### src/include/bes_consts.svh
// Constants for the boot environment select block.
// Assumes byte addresses on the register port and a 100 MHz core clock.
`ifndef BES_CONSTS_SVH
`define BES_CONSTS_SVH

// Register byte offsets
`define BES_CTRL_OFS 8'h00
`define BES_STAT_OFS 8'h04
`define BES_BOOT_OFS 8'h08

// Control register fields
`define BES_CTRL_WS_LSB 0
`define BES_CTRL_WS_MSB 3
`define BES_CTRL_BUS16 4
`define BES_CTRL_APP56 5
`define BES_CTRL_CYCVIS 6
`define BES_CTRL_CLKOE 7
`define BES_CTRL_RST 8'h00

// Boot command fields
`define BES_BOOT_FINISH 0
`define BES_BOOT_VALID 1

// Status register fields
`define BES_STAT_ENV_LSB 0
`define BES_STAT_HDSTRAP 2
`define BES_STAT_HOST_DEVICE_DEFAULT_ENABLE 3
`define BES_STAT_BST_LSB 4

// Memory sizes in bytes
`define BES_ROM_BYTES 17'h0_0800
`define BES_APP32_BYTES 17'h0_8000
`define BES_APP56_BYTES 17'h0_E000

// Strap patterns
`define BES_STRAP_IRE 2'h0
`define BES_STRAP_IRD 2'h1

// Clock period in ns
`define BES_CLK_NS 10

`endif

### src/include/bes_pkg.sv
// Types for the boot environment select block.
// Assumes bes_consts.svh is on the include path.
package bes_pkg;

    // Operating environment chosen by the straps
    typedef enum logic [1:0] {
        BES_ENV_ROM,
        BES_ENV_EXTBOOT,
        BES_ENV_DEV
    } bes_env_t;

    // Boot sequence state
    typedef enum logic [1:0] {
        BES_ST_BOOT,
        BES_ST_APP,
        BES_ST_HOSTPROG
    } bes_boot_t;

    // Software control word
    typedef struct packed {
        logic clockOutputEnable;
        logic internalCycleVisibility;
        logic app56k;
        logic bus16;
        logic [3:0] waitStates;
    } bes_ctrl_t;

    // Pin allocation of the shared ports
    typedef struct packed {
        logic sixthToBaseMem;
        logic seventhToBaseMem;
        logic eighthToDevSignals;
    } bes_pins_t;

endpackage

### src/hw/bes_env_select.sv
// Boot environment select: strap capture, region decode, port allocation,
// base-memory wait states, bus-status monitor and clock-output gating.
// Assumes one 100 MHz clock, inputs synchronous to it, and a register
// master that never waits and reads data one cycle after the strobe.
//
// The implementer's own choices: strobed register access and the register offsets.
`timescale 1ns/10ps
`default_nettype none
`include "bes_consts.svh"

// Summary of operation
// RULE_01: Straps sampled at power-up pick ROM, external boot or development.
// RULE_02: ROM environment fetches from on-chip boot ROM after any reset.
// RULE_03: On-chip boot region is read-only and at most 2 Kbytes.
// RULE_04: Finishing boot hands execution to the external application memory.
// RULE_05: Invalid external code leaves the host free to reprogram the flash.
// RULE_06: External boot replaces the on-chip region with up to 64 Kbytes.
// RULE_07: External boot gives sixth and seventh ports to the base memory.
// RULE_08: Development gives sixth to eighth ports to base, emulator, status.
// RULE_09: Development tools load base and application images into RAM.
// RULE_10: Base-memory wait states are programmable, same count everywhere.
// RULE_11: On-chip and off-chip base accesses take identical cycle counts.
// RULE_12: External data path is selectable as 8 or 16 bits.
// RULE_13: Application region is selectable as 32 or 56 Kbytes.
// RULE_14: Development shows external cycles, internal ones too when visible.
// RULE_15: Core clock output in external boot and development, in ROM only if enabled.
// RULE_16: Host device strap sets host devices enabled after every reset.
// RULE_17: Outside logic must not pull upper address lines high at power-up.
// RULE_18: Master-reset pin never resamples the straps.
// RULE_19: Watchdog reset redoes power-up actions but keeps the strap latch.
// RULE_20: Decoded environment is latched only by power-up reset.
module bes_env_select
    import bes_pkg::*;
(
    input wire logic clk,
    input wire logic resetn,
    input wire logic masterResetPin,
    input wire logic watchdogReset,
    input wire logic [1:0] environmentSelectStraps,
    input wire logic hostDeviceDefaultEnable,
    input wire logic pnpEnable,
    input wire logic [7:0] regAddr,
    input wire logic [31:0] regWrData,
    input wire logic regWr,
    input wire logic regRd,
    output logic [31:0] regRdData,
    input wire logic [16:0] fetchAddr,
    input wire logic baseAccessStart,
    output logic baseAccessDone,
    input wire logic busCycleValid,
    input wire logic busCycleExternal,
    input wire logic [2:0] busCycleStatusIn,
    output logic [2:0] busCycleStatus,
    output logic selOnChipRom,
    output logic selBaseMem,
    output logic selAppMem,
    output logic bootFromRom,
    output logic runApplication,
    output logic hostReprogram,
    output logic bus16,
    output bes_pins_t pinAlloc,
    output logic coreClockOutEnable,
    output logic hostDevicesEnabled
);

    // ************************************************************
    // Register decode helper
    // ************************************************************
    function automatic logic regHit(input logic [7:0] a,
                                    input logic [7:0] ofs);
        regHit = (a == ofs);
    endfunction

    // ************************************************************
    // Reset release and soft resets
    // ************************************************************
    logic rstMeta_r;
    logic rstnSync_r;
    logic mrPinDly_r;
    logic softReset;

    // Release power-up reset through two flops; assert straight away
    always_ff @(posedge clk or negedge resetn) begin
        if (!resetn) begin
            rstMeta_r <= 1'b0;
            rstnSync_r <= 1'b0;
        end else begin
            rstMeta_r <= 1'b1;
            rstnSync_r <= rstMeta_r;
        end
    end

    // Rising edge on the master-reset pin is the warm reset trigger
    always_ff @(posedge clk or negedge rstnSync_r) begin
        if (!rstnSync_r) begin
            mrPinDly_r <= 1'b0;
        end else begin
            mrPinDly_r <= masterResetPin;
        end
    end

    // Warm and watchdog resets share one path; neither touches the straps
    assign softReset = (masterResetPin & ~mrPinDly_r) | watchdogReset;

    // ************************************************************
    // Strap latch
    // ************************************************************
    logic captured_r;
    bes_env_t env_r;
    bes_env_t envDecoded;
    logic hdStrap_r;

    // Low pattern is the ROM environment so it needs no pull-ups
    assign envDecoded =
        (environmentSelectStraps == `BES_STRAP_IRE) ? BES_ENV_ROM :
        (environmentSelectStraps == `BES_STRAP_IRD) ? BES_ENV_EXTBOOT :
        BES_ENV_DEV; // RULE_01

    // Straps caught once on the first edge after release, never again
    always_ff @(posedge clk or negedge rstnSync_r) begin
        if (!rstnSync_r) begin
            captured_r <= 1'b0;
            env_r <= BES_ENV_ROM;
            hdStrap_r <= 1'b0;
        end else if (!captured_r) begin
            captured_r <= 1'b1; // RULE_20
            env_r <= envDecoded; // RULE_01
            hdStrap_r <= hostDeviceDefaultEnable; // RULE_16
        end
    end
    // softReset is not a term above: RULE_18 RULE_19

    // ************************************************************
    // Register port
    // ************************************************************
    bes_ctrl_t ctrl_r;
    bes_ctrl_t ctrlWr;
    logic ctrlWrEn;
    logic bootWrEn;
    logic [31:0] statWord;
    logic [31:0] rdMux;

    assign ctrlWr = bes_ctrl_t'(regWrData[`BES_CTRL_CLKOE:0]);
    assign ctrlWrEn = regWr & regHit(regAddr, `BES_CTRL_OFS);
    assign bootWrEn = regWr & regHit(regAddr, `BES_BOOT_OFS);

    // Soft reset reloads defaults; a write in the same cycle loses
    always_ff @(posedge clk or negedge rstnSync_r) begin
        if (!rstnSync_r) begin
            ctrl_r <= bes_ctrl_t'(`BES_CTRL_RST);
        end else if (softReset) begin
            ctrl_r <= bes_ctrl_t'(`BES_CTRL_RST); // RULE_19
        end else if (ctrlWrEn) begin
            ctrl_r <= ctrlWr; // RULE_10 RULE_12 RULE_13
        end
    end

    // ************************************************************
    // Boot sequence
    // ************************************************************
    bes_boot_t boot_r;
    bes_boot_t boot_nxt;
    logic finishCmd;
    logic codeValid;

    assign finishCmd = bootWrEn & regWrData[`BES_BOOT_FINISH];
    assign codeValid = regWrData[`BES_BOOT_VALID];

    // Boot code reports the validity check when it finishes
    always_comb begin
        boot_nxt = boot_r;
        unique case (boot_r)
            BES_ST_BOOT: begin
                if (finishCmd) begin
                    boot_nxt = codeValid ? BES_ST_APP // RULE_04
                                         : BES_ST_HOSTPROG; // RULE_05
                end
            end
            BES_ST_APP: boot_nxt = BES_ST_APP;
            BES_ST_HOSTPROG: begin
                if (finishCmd && codeValid) begin
                    boot_nxt = BES_ST_APP;
                end
            end
        endcase
    end

    // Any reset restarts from the boot region
    always_ff @(posedge clk or negedge rstnSync_r) begin
        if (!rstnSync_r) begin
            boot_r <= BES_ST_BOOT;
        end else if (softReset) begin
            boot_r <= BES_ST_BOOT; // RULE_02
        end else begin
            boot_r <= boot_nxt;
        end
    end

    // ************************************************************
    // Region decode
    // ************************************************************
    logic romEnv;
    logic devEnv;
    logic inBaseZone;
    logic romHit;
    logic baseHit;
    logic appHit;
    logic [16:0] appLimit;

    assign romEnv = (env_r == BES_ENV_ROM);
    assign devEnv = (env_r == BES_ENV_DEV);
    assign inBaseZone = ~fetchAddr[16];
    // Addresses past 2K in the ROM window decode to nothing
    assign romHit = romEnv & inBaseZone &
                    (fetchAddr < `BES_ROM_BYTES); // RULE_03
    assign baseHit = ~romEnv & inBaseZone; // RULE_06
    assign appLimit = ctrl_r.app56k ? `BES_APP56_BYTES
                                    : `BES_APP32_BYTES; // RULE_13
    assign appHit = fetchAddr[16] &
                    ({1'b0, fetchAddr[15:0]} < appLimit);

    // ************************************************************
    // Base-memory wait states
    // ************************************************************
    logic wsBusy_r;
    logic [3:0] wsCnt_r;
    logic wsStart;

    // Starts while busy are ignored; the core never overlaps them
    assign wsStart = baseAccessStart & ~wsBusy_r;

    // Same count for on-chip and off-chip so timing never differs
    always_ff @(posedge clk or negedge rstnSync_r) begin
        if (!rstnSync_r) begin
            wsBusy_r <= 1'b0;
            wsCnt_r <= 4'h0;
            baseAccessDone <= 1'b0;
        end else begin
            baseAccessDone <= wsBusy_r & (wsCnt_r == 4'h0); // RULE_11
            if (wsStart) begin
                wsBusy_r <= 1'b1;
                wsCnt_r <= ctrl_r.waitStates; // RULE_10
            end else if (wsBusy_r) begin
                if (wsCnt_r == 4'h0) begin
                    wsBusy_r <= 1'b0;
                end else begin
                    wsCnt_r <= wsCnt_r - 4'h1;
                end
            end
        end
    end

    // ************************************************************
    // Host device enable
    // ************************************************************
    // Every reset returns to the strap default; PnP may turn it on
    always_ff @(posedge clk or negedge rstnSync_r) begin
        if (!rstnSync_r) begin
            hostDevicesEnabled <= 1'b0;
        end else if (!captured_r) begin
            hostDevicesEnabled <= hostDeviceDefaultEnable; // RULE_16
        end else if (softReset) begin
            hostDevicesEnabled <= hdStrap_r; // RULE_16
        end else if (pnpEnable) begin
            hostDevicesEnabled <= 1'b1;
        end
    end

    // ************************************************************
    // Status word and read data
    // ************************************************************
    assign statWord = {26'h000_0000,
                       boot_r,
                       hostDevicesEnabled,
                       hdStrap_r,
                       env_r};
    assign rdMux = regHit(regAddr, `BES_CTRL_OFS) ?
                       {24'h00_0000, ctrl_r} :
                   regHit(regAddr, `BES_STAT_OFS) ? statWord :
                   32'h0000_0000;

    // Read data stands for one cycle only, zero otherwise
    always_ff @(posedge clk or negedge rstnSync_r) begin
        if (!rstnSync_r) begin
            regRdData <= 32'h0000_0000;
        end else begin
            regRdData <= regRd ? rdMux : 32'h0000_0000;
        end
    end

    // ************************************************************
    // Registered pin-side outputs
    // ************************************************************
    logic showCycle;

    // Status lines idle at zero outside development or after reset
    assign showCycle = devEnv & busCycleValid &
        (busCycleExternal | ctrl_r.internalCycleVisibility); // RULE_14

    always_ff @(posedge clk or negedge rstnSync_r) begin
        if (!rstnSync_r) begin
            busCycleStatus <= 3'h0;
            selOnChipRom <= 1'b0;
            selBaseMem <= 1'b0;
            selAppMem <= 1'b0;
            bootFromRom <= 1'b0;
            runApplication <= 1'b0;
            hostReprogram <= 1'b0;
            bus16 <= 1'b0;
            pinAlloc <= '0;
            coreClockOutEnable <= 1'b0;
        end else begin
            busCycleStatus <= (showCycle & ~softReset) ?
                              busCycleStatusIn : 3'h0; // RULE_14
            selOnChipRom <= romHit; // RULE_02 RULE_03
            selBaseMem <= baseHit; // RULE_06
            selAppMem <= appHit; // RULE_04
            bootFromRom <= romEnv & (boot_r == BES_ST_BOOT); // RULE_02
            runApplication <= (boot_r == BES_ST_APP); // RULE_04
            hostReprogram <= (boot_r == BES_ST_HOSTPROG); // RULE_05
            bus16 <= ctrl_r.bus16; // RULE_12
            pinAlloc.sixthToBaseMem <= ~romEnv; // RULE_07 RULE_08
            pinAlloc.seventhToBaseMem <= ~romEnv; // RULE_07 RULE_08
            pinAlloc.eighthToDevSignals <= devEnv; // RULE_08
            coreClockOutEnable <= ~romEnv |
                                  ctrl_r.clockOutputEnable; // RULE_15
        end
    end

endmodule
`default_nettype wire

### config.mk
export PLATFORM = sky130hd
export DESIGN_NAME = bes_env_select
export DESIGN_NICKNAME = d
export VERILOG_FILES = /design/src/include/bes_pkg.sv /design/src/hw/bes_env_select.sv
export VERILOG_INCLUDE_DIRS = /design/src /design/src/include
export SDC_FILE = /design/constraint.sdc
export NUM_CORES = 1
export LEC_CHECK = 0
export BUFFER_PORTS_ARGS = -buffer_cell sky130_fd_sc_hd__buf_2
export CORE_MARGIN = 5
export CORE_UTILIZATION = 35
export DETAILED_ROUTE_END_ITERATION = 16
export PLACE_DENSITY = 0.74
export SYNTH_ARGS = -nofsm -noshare
export SYNTH_HDL_FRONTEND = slang
export SYNTH_SLANG_ARGS = --single-unit
### constraint.sdc
create_clock -name clk -period 1.35 [get_ports clk]
set_clock_uncertainty 0.15 [all_clocks]
set_input_delay 0.0675 -clock clk [delete_from_list [all_inputs] [get_ports clk]]
set_output_delay 0.0675 -clock clk [all_outputs]
set_load 0.05 [all_outputs]
==> results of run 1 <==
-- placed cells by master, fill, tap and decap left out, drive strengths merged, types with 2 or more instances in the layout --
cell	netlist	final
a21oi	3	3
a31oi	2	2
and2	5	5
and4bb	2	2
buf	26	84
clkbuf	3	7
conb	2	26
dfrtp	45	45
dlygate4sd3	0	24
dlymetal6s4s	0	2
ha	6	6
inv	10	10
mux2	3	3
mux2i	18	18
nand2	5	5
nand2b	3	3
nor2	22	22
nor3	5	5
o21ai	3	3
o221ai	2	2
o22ai	2	2
or4	2	2
-- through the flow --
step           cell area, um^2  hold WS [ns]  setup WS, ns
3_3_place_gp              2580        -0.298        -0.403
3_5_place_dp              2580        -0.294        -0.444
6_report                  3110        -0.107        -0.215
2_1_floorplan             2200        -0.378        -0.285
5_1_grt                   3110        -0.105        -0.259
4_1_cts                   3040       -0.0862        -0.212
-- tightest hold or removal path, cell delays in order --
cell    delay (ns)
buf_6         0.08
nor3_2        0.04
and2_1        0.12
-- area by class of cell --
type / instances / area, um^2 / share of cell area, %
multi-input cells: 120 / 943 / 30.3
clock inverters: 1 / 5.00 / 0.161
well taps: 75 / 93.8 / 3.02
repair buffers: 110 / 805 / 25.9
clock buffers: 7 / 96.3 / 3.10
flip-flops and latches: 45 / 1130 / 36.3
inverters: 10 / 40.0 / 1.29
-- logic make-up (layout without fill, tap and decap cells) --
| group | after synthesis | count (layout) | share of synthesized area (%) |
|---|---|---|---|
| adder cells (fa/ha/maj) | 6 | 6 | 3.61 |
| flip-flops | 45 | 45 | 54.1 |
| multiplexers | 21 | 21 | 10.5 |
| other | 2 | 26 | 0.361 |
| AO/OA/AOI/OAI | 16 | 16 | 5.89 |
| XOR/XNOR | 1 | 1 | 0.421 |
| buffers and inverters | 39 | 128 | 11.9 |
| AND/OR/NAND/NOR | 50 | 50 | 13.2 |
-- registers in the layout (all words and copies together) (netlist names), 2 cells and up --
| signal | flops |
|---|---|
| wsCnt_r | 4 |
| busCycleStatus | 3 |
| regRdData | 8 |
| ctrl_r | 8 |
| env_r | 2 |
| boot_r | 2 |
| pinAlloc | 2 |
-- synthesized netlist by cell type, drive strengths merged (5+ instances only) --
cell type / number
dfrtp: 45
nor3: 5
inv: 10
buf: 26
ha: 6
nor2: 22
mux2i: 18
nand2: 5
and2: 5
-- power breakdown --
group / leakage (uW) / internal (uW) / total, uW / switching [uW]
registers: 0.000584 / 1490 / 1580 / 87.9
logic: 0.000899 / 701 / 1590 / 884
clock network: 0.0000542 / 463 / 898 / 436
total: 0.00154 / 2660 / 4070 / 1410
-- per-layer routing --
metal / share of wire (%) / wire length [um] / GRT usage, % / vias to the layer above
li1: - / - / - / 774
met3: 8.7 / 425 / 4.26 / 10
met4: 1.5 / 72 / 4.18 / 2
met2: 51 / 2480 / 23.8 / 62
met1: 39 / 1920 / 13.7 / 741
met5: 0.27 / 13 / 0 / -
-- what timing repair did --
action | in CTS | in global routing
setup endpoints to repair | 12 | 12
gates cloned | 0 | 0
hold endpoints to repair | 24 | 1
buffers inserted | 6 | 0
pin swaps | 6 | 9
resized for setup | 14 | 21
-- worst min-delay path by stage --
stage	endpoint	slack [ns]	from	depth (start not counted)
after floorplan	rstMeta_r	-0.38	resetn	0
after global placement	rstMeta_r	-0.30	resetn	1
after detailed placement	rstMeta_r	-0.29	resetn	1
after CTS	regRdData[6]	-0.09	regAddr[4]	3
after global routing	regRdData[6]	-0.11	regAddr[4]	3
final	regRdData[6]	-0.11	regAddr[4]	3
==> metrics, run 1 <==
Synth top area share 54.1%; largest net degree at the start of global routing 44; die area 0.00759 mm^2; FF-to-FF setup slack -0.22 ns; CP endpoint kind flop; leakage 0.00154 uW; final instance count without filler cells 368; crit path to boot_r[1]; Max IR drop VDD 0.000747 V; Initial Util 35.6%; final core utilization 53.2%; yosys warns 0; R2R Path Start boot_r[1]; r2r endpoint boot_r[1]; crit-path max cell delay 0.43 ns; I/O pins 121; HP Class input pin to flop; ANT cells 0; WP depth 4; clock latency on the worst-skew pair 0.29 ns; area delta synth->final 49.5%; drt pass-1 iters 4; NumNets Final 371; Pwr Density 1310 mW/mm^2; max-slew violation count 0; Synth area leaders dfrtp_1 (54%), buf_4 (9.0%), mux2i_1 (8.7%); vias in the first global route 1692; initial antenna violation count 1; CP max stage cell dfrtp_1; synthesized flop and latch total 45; buffers added on ports 61; Final Hold Viols 2; Mean Syn Cell Area 11.6 um^2; crit path max fanout 2; Final ANT Viol Nets 0; unique cell type count in the Yosys netlist 34; synthesized area 0.00208 mm^2; post-synth top area cell dfrtp_1; CTS sink cnt 45; unrepaired setup endpoints after global routing true; Vias per Instance 4.32; Post-Place Cells 333; Tot GR Track Use 12.9%; CTS tree done; status finished, violations left; Die Ht 87.1 um; PnR worst setup slack -0.215 ns; dpl hpwl 3520 um; Post-synth EDFFs 0; Critical path origin boot_r[1]; required time of the critical path 1.39 ns; Clock Path Buffers 2; TritonCTS Buffers 5; violated checks hold timing, setup timing; Fin Hold WS -0.107 ns; Rows 28; number of fill cells 503; Wirelength per Cell 13.3 um; post-synthesis instance total 180; via count 1589; Most used DFF post-synth dfrtp_1; post-synthesis sequential area ratio 54.1%; Setup TNS Final -0.486 ns; hold buffer count at CTS 26; Synth async-reset ratio 100%; total power draw 4070 uW; GRT overflow 0; max-cap viol count 0; crit-path cells ha_4 > a2111oi_4 > nor3_2 > mux2_4; Die Span X 87.1 um; Clock Tree Root clkbuf_8; gpl congestion 0.779; H-Tree Depth 2; Period minus WS final 1.57 ns; worst path bufs/invs 0; Clock transition at path regs 0.08 ns; period utilization 116%; first-pass GRT wire length 7550 um; reg2reg path depth 4; Top delay family on crit path flip-flops; share of layout cells above drive strength 1 43.7%; initial DRC count 49; Startpoint Class flop; Arr. time, crit path 1.60 ns; drt drc 0; setup violators final 6; fmax 0.639 GHz; critical path class flop to flop; core area 0.00585 mm^2; Post-Route WL 4910 um
Power figures use the tool's default switching activity.
==> run 2: changes to the inputs <==
--- a/config.mk
+++ b/config.mk
@@ -10,7 +10,8 @@
 export CORE_MARGIN = 5
 export CORE_UTILIZATION = 35
 export DETAILED_ROUTE_END_ITERATION = 16
-export PLACE_DENSITY = 0.74
+export PLACE_DENSITY = 0.71
+export REMOVE_ABC_BUFFERS = 1
 export SYNTH_ARGS = -nofsm -noshare
 export SYNTH_HDL_FRONTEND = slang
 export SYNTH_SLANG_ARGS = --single-unit
==> constraint.sdc (replaced) <==
create_clock -name clk -period 1.45 [get_ports clk]
set_clock_uncertainty 0.15 [all_clocks]
set_input_delay 0.0725 -clock clk [delete_from_list [all_inputs] [get_ports clk]]
set_output_delay 0.0725 -clock clk [all_outputs]
set_load 0.05 [all_outputs]
==> metrics, run 2 (same netlist as run 1, synthesis figures left out) <==
status finished, violations left; violated checks hold timing, setup timing; Startpoint Class flop; share of layout cells above drive strength 1 38.0%; CP endpoint kind flop; first-pass GRT wire length 7410 um; Initial Util 35.6%; Comb power frac 34.7%; Final Hold Viols 10; Die Ht 87.1 um; crit-path cells ha_4 > a2111oi_4 > nor3_4 > mux2_4; met3 WL 375 um; clock latency on the worst-skew pair 0.29 ns; drt drc 0; Clock Path Buffers 2; Tot GR Track Use 12.5%; Wirelength per Cell 13.1 um; drt pass-1 iters 4; Fin Hold WS -0.00518 ns; M1 wire length 2070 um; top flop regs ctrl_r (8), regRdData (8), wsCnt_r (4); gpl congestion 0.770; critical path class flop to flop; clock network fraction of design power 25.9%; H-Tree Depth 2; crit-path max cell delay 0.43 ns; max-cap viol count 0; number of fill cells 507; dpl hpwl 3530 um; die area 0.00759 mm^2; crit path max fanout 3; max-slew violation count 0; initial DRC count 56; switching portion of total power 32.9%; most common cell after layout, fill and taps aside buf_2; total power draw 3750 uW; Clock Tree Root clkbuf_8; PnR worst setup slack -0.155 ns; ANT cells 0; GRT overflow 0; Period minus WS final 1.61 ns; Vias per Instance 4.37; core area 0.00585 mm^2; Die Span X 87.1 um; area delta synth->final 45.6%; NumNets Final 370; Arr. time, crit path 1.64 ns; via count 1604; pre-CTS WS -0.430 ns; fmax 0.623 GHz; worst path bufs/invs 0; Psw 1240 uW; internal power 2520 uW; Post-Route WL 4810 um; CTS sink cnt 45; Clock transition at path regs 0.08 ns; required time of the critical path 1.48 ns; largest net degree at the start of global routing 34; I/O pins 121; HP Class flop to async pin; unrepaired setup endpoints after global routing true; Placement Cell Area 0.00251 mm^2; Top Metal Used met4; Final ANT Viol Nets 0; final core utilization 51.8%; period utilization 111%; sequential fraction of design power 39.4%; leakage 0.00150 uW; Pwr Density 1240 mW/mm^2; initial antenna violation count 0; final instance area 0.00303 mm^2; setup violators final 2; met2 routed WL 2320 um; commonest non-fill, non-tap cells in the layout buf_2 (61), dfrtp_1 (44), dlygate4sd3_1 (28); Rows 28; CTS tree done; TritonCTS Buffers 5; CP max stage cell dfrtp_1; Top delay family on crit path flip-flops; vias in the first global route 1616; buffers added on ports 61; Max IR drop VDD 0.000491 V
run 2: final cells by class:
class	instances	area, um^2	share of cell area, %
Inverter	10	40.0	1.32
Clock buffer	7	86.3	2.85
Multi-Input combinational cell	120	883	29.2
Sequential cell	45	1130	37.2
Clock inverter	1	30.0	0.991
Timing Repair Buffer	109	768	25.4
Tap cell	75	93.8	3.10
run 2: power by group through the flow:
stage               Clock, uW  Combinational, uW  Sequential, uW
global route             1040               1420            1490
CTS                      1000               1150            1470
detailed placement          0               1030            1490
global placement            0               1020            1490
floorplan                   0                489            1690
finish                    973               1300            1480
run 2: path summary, 6_finish.rpt:
check / startpoint / endpoint / cells after the start / slack (ns)
worst min register to register: rstnSync_r / mrPinDly_r / 0 / -0.005
max in group asynchronous: resetn / rstnSync_r / 3 / 0.55
min in group clk: regRd / regRdData[7] / 3 / 0.01
worst max-delay path: boot_r[1] / boot_r[1] / 4 / -0.16
worst max register to register: boot_r[1] / boot_r[1] / 4 / -0.16
worst min-delay path: rstnSync_r / mrPinDly_r / 0 / -0.005
run 2: repair_timing:
action                                 CTS  global route
hold buffers                            28             0
resized for setup                       12            10
setup endpoints to repair                5             5
endpoints found under the hold margin   24             0
pin swaps                                3             4
buffers inserted                         1             3
run 2: worst register-to-register path: cells and delay by family (launching register included):
kind,cells,cell delay [ns]
muxes,1,0.30
AOI/OAI and AO/OA,1,0.36
and+or+nand+nor,1,0.07
adders and majority gates,1,0.20
DFF,1,0.43
run 2: metal layers:
layer | up-vias | track usage (%)
met2 | 59 | 20.4
li1 | 776 | -
met4 | 0 | 2.65
met5 | - | 0
met3 | 6 | 3.97
met1 | 763 | 16.4
run 2: per-stage QoR:
stage	setup TNS, ns	std cells
3_3_place_gp	-4.71	327
2_1_floorplan	-4.22	175
6_report	-0.264	367
3_5_place_dp	-5.18	327
5_1_grt	-0.388	367
4_1_cts	-0.246	364
==> run 3: changes to the inputs <==
--- a/config.mk
+++ b/config.mk
@@ -8,9 +8,10 @@
 export LEC_CHECK = 0
 export BUFFER_PORTS_ARGS = -buffer_cell sky130_fd_sc_hd__buf_2
 export CORE_MARGIN = 5
-export CORE_UTILIZATION = 35
+export CORE_UTILIZATION = 43
+export CTS_CLUSTER_SIZE = 20
 export DETAILED_ROUTE_END_ITERATION = 16
-export PLACE_DENSITY = 0.71
+export PLACE_DENSITY = 0.84
 export REMOVE_ABC_BUFFERS = 1
 export SYNTH_ARGS = -nofsm -noshare
 export SYNTH_HDL_FRONTEND = slang
==> metrics, run 3 (same netlist as run 1, synthesis figures left out) <==
most common cell after layout, fill and taps aside buf_2; Fin Hold WS 0.0253 ns; H-Tree Depth 2; worst hold path depth 3; Clock Tree Root clkbuf_8; Post-Place Cells 321; GRT overflow 0; Post-Route WL 4950 um; I/O pins 121; hold_sp regRd; Critical path origin boot_r[1]; top flop regs ctrl_r (8), regRdData (8), wsCnt_r (4); status finished, violations left; Rows 25; r2r endpoint boot_r[1]; TritonCTS Buffers 5; share of layout cells above drive strength 1 39.7%; unrepaired setup endpoints after global routing true; Pwr Density 1180 mW/mm^2; final instance area 0.00302 mm^2; total power draw 3570 uW; Placement Cell Area 0.00251 mm^2; Final Hold Viols 0; clock latency on the worst-skew pair 0.30 ns; reg2reg path depth 4; Wirelength per Cell 13.6 um; CTS sink cnt 45; HP Class input pin to flop; ANT cells 0; Startpoint Class flop; gpl congestion 0.781; final instance count without filler cells 364; R2R Path Start boot_r[1]; NumNets Final 375; Clock Path Buffers 2; initial DRC count 82; Hold Path End regRdData[7]; area delta synth->final 45.3%; period utilization 111%; Arr. time, crit path 1.65 ns; max-cap viol count 0; Final ANT Viol Nets 0; fmax 0.620 GHz; largest net degree at the start of global routing 44; Max IR drop VDD 0.000671 V; leakage 0.00151 uW; commonest non-fill, non-tap cells in the layout buf_2 (61), dfrtp_1 (44), dlygate4sd3_1 (28); first-pass GRT wire length 7490 um; core area 0.00472 mm^2; FF-to-FF setup slack -0.16 ns; drt drc 0; critical path class flop to flop; Clock transition at path regs 0.08 ns; dpl hpwl 3450 um; initial antenna violation count 0; CTS tree done; buffers added on ports 61; Die Span X 79.6 um; PnR worst setup slack -0.164 ns; crit path max fanout 3; Initial Util 44.1%; vias in the first global route 1611; Period minus WS final 1.61 ns; setup violators final 2; Vias per Instance 4.45; drt pass-1 iters 4; Die Ht 79.6 um; max-slew violation count 0; via count 1620; Tot GR Track Use 15.5%; required time of the critical path 1.48 ns; CP endpoint kind flop; die area 0.00633 mm^2; violated checks setup timing
==> run 3: routing by layer <==
| layer | wire [um] | track usage, % | vias up |
|---|---|---|---|
| li1 | - | - | 784 |
| met1 | 1870 | 17.2 | 771 |
| met2 | 2680 | 28.5 | 59 |
| met3 | 331 | 4.06 | 6 |
| met4 | 69 | 5.15 | 0 |
| met5 | 0 | 0 | - |
==> run 3: area by class of cell <==
class	instances	area [um^2]
tap	67	83.8
inverter	10	40.0
multi-input combinational	120	880
timing repair buffer	114	810
fill	375	1700
clock inverter	2	10.0
sequential	45	1130
clock buffer	6	72.6
==> run 3: critical path, cell delays in order (launching register included) <==
cell and delay, ns:
dfrtp_1 0.43, ha_4 0.19, a2111oi_4 0.37, nor3_4 0.07, mux2_4 0.30
==> run 3: worst max-delay path by stage <==
stage	slack, ns	cells past startpoint	to
after floorplan	-0.28	4	boot_r[1]
after global placement	-0.40	5	boot_r[1]
after detailed placement	-0.43	5	boot_r[1]
after CTS	-0.12	4	boot_r[1]
after global routing	-0.21	4	boot_r[1]
final	-0.16	4	boot_r[1]
==> run 3: power breakdown <==
part | total (uW) | internal [uW] | switching, uW
Combinational | 1360 | 608 | 748
Sequential | 1470 | 1390 | 82.9
Clock | 745 | 334 | 410
Total | 3570 | 2330 | 1240
==> run 3: timing repair <==
action	4_1_cts	5_1_grt
hold buffers	28	0
endpoints found under the hold margin	24	0
setup buffers	1	6
pin swaps	4	4
setup endpoints to repair	9	7
resized for setup	10	14
==> run 3: through the flow <==
stage	TNS [ns]	util (%)	setup WS, ns
floorplan	-4.22	-	-0.279
global placement	-4.99	53.2	-0.398
detailed placement	-5.36	53.2	-0.426
CTS	-0.184	62.0	-0.116
global route	-0.477	64.0	-0.206
finish	-0.279	64.0	-0.164
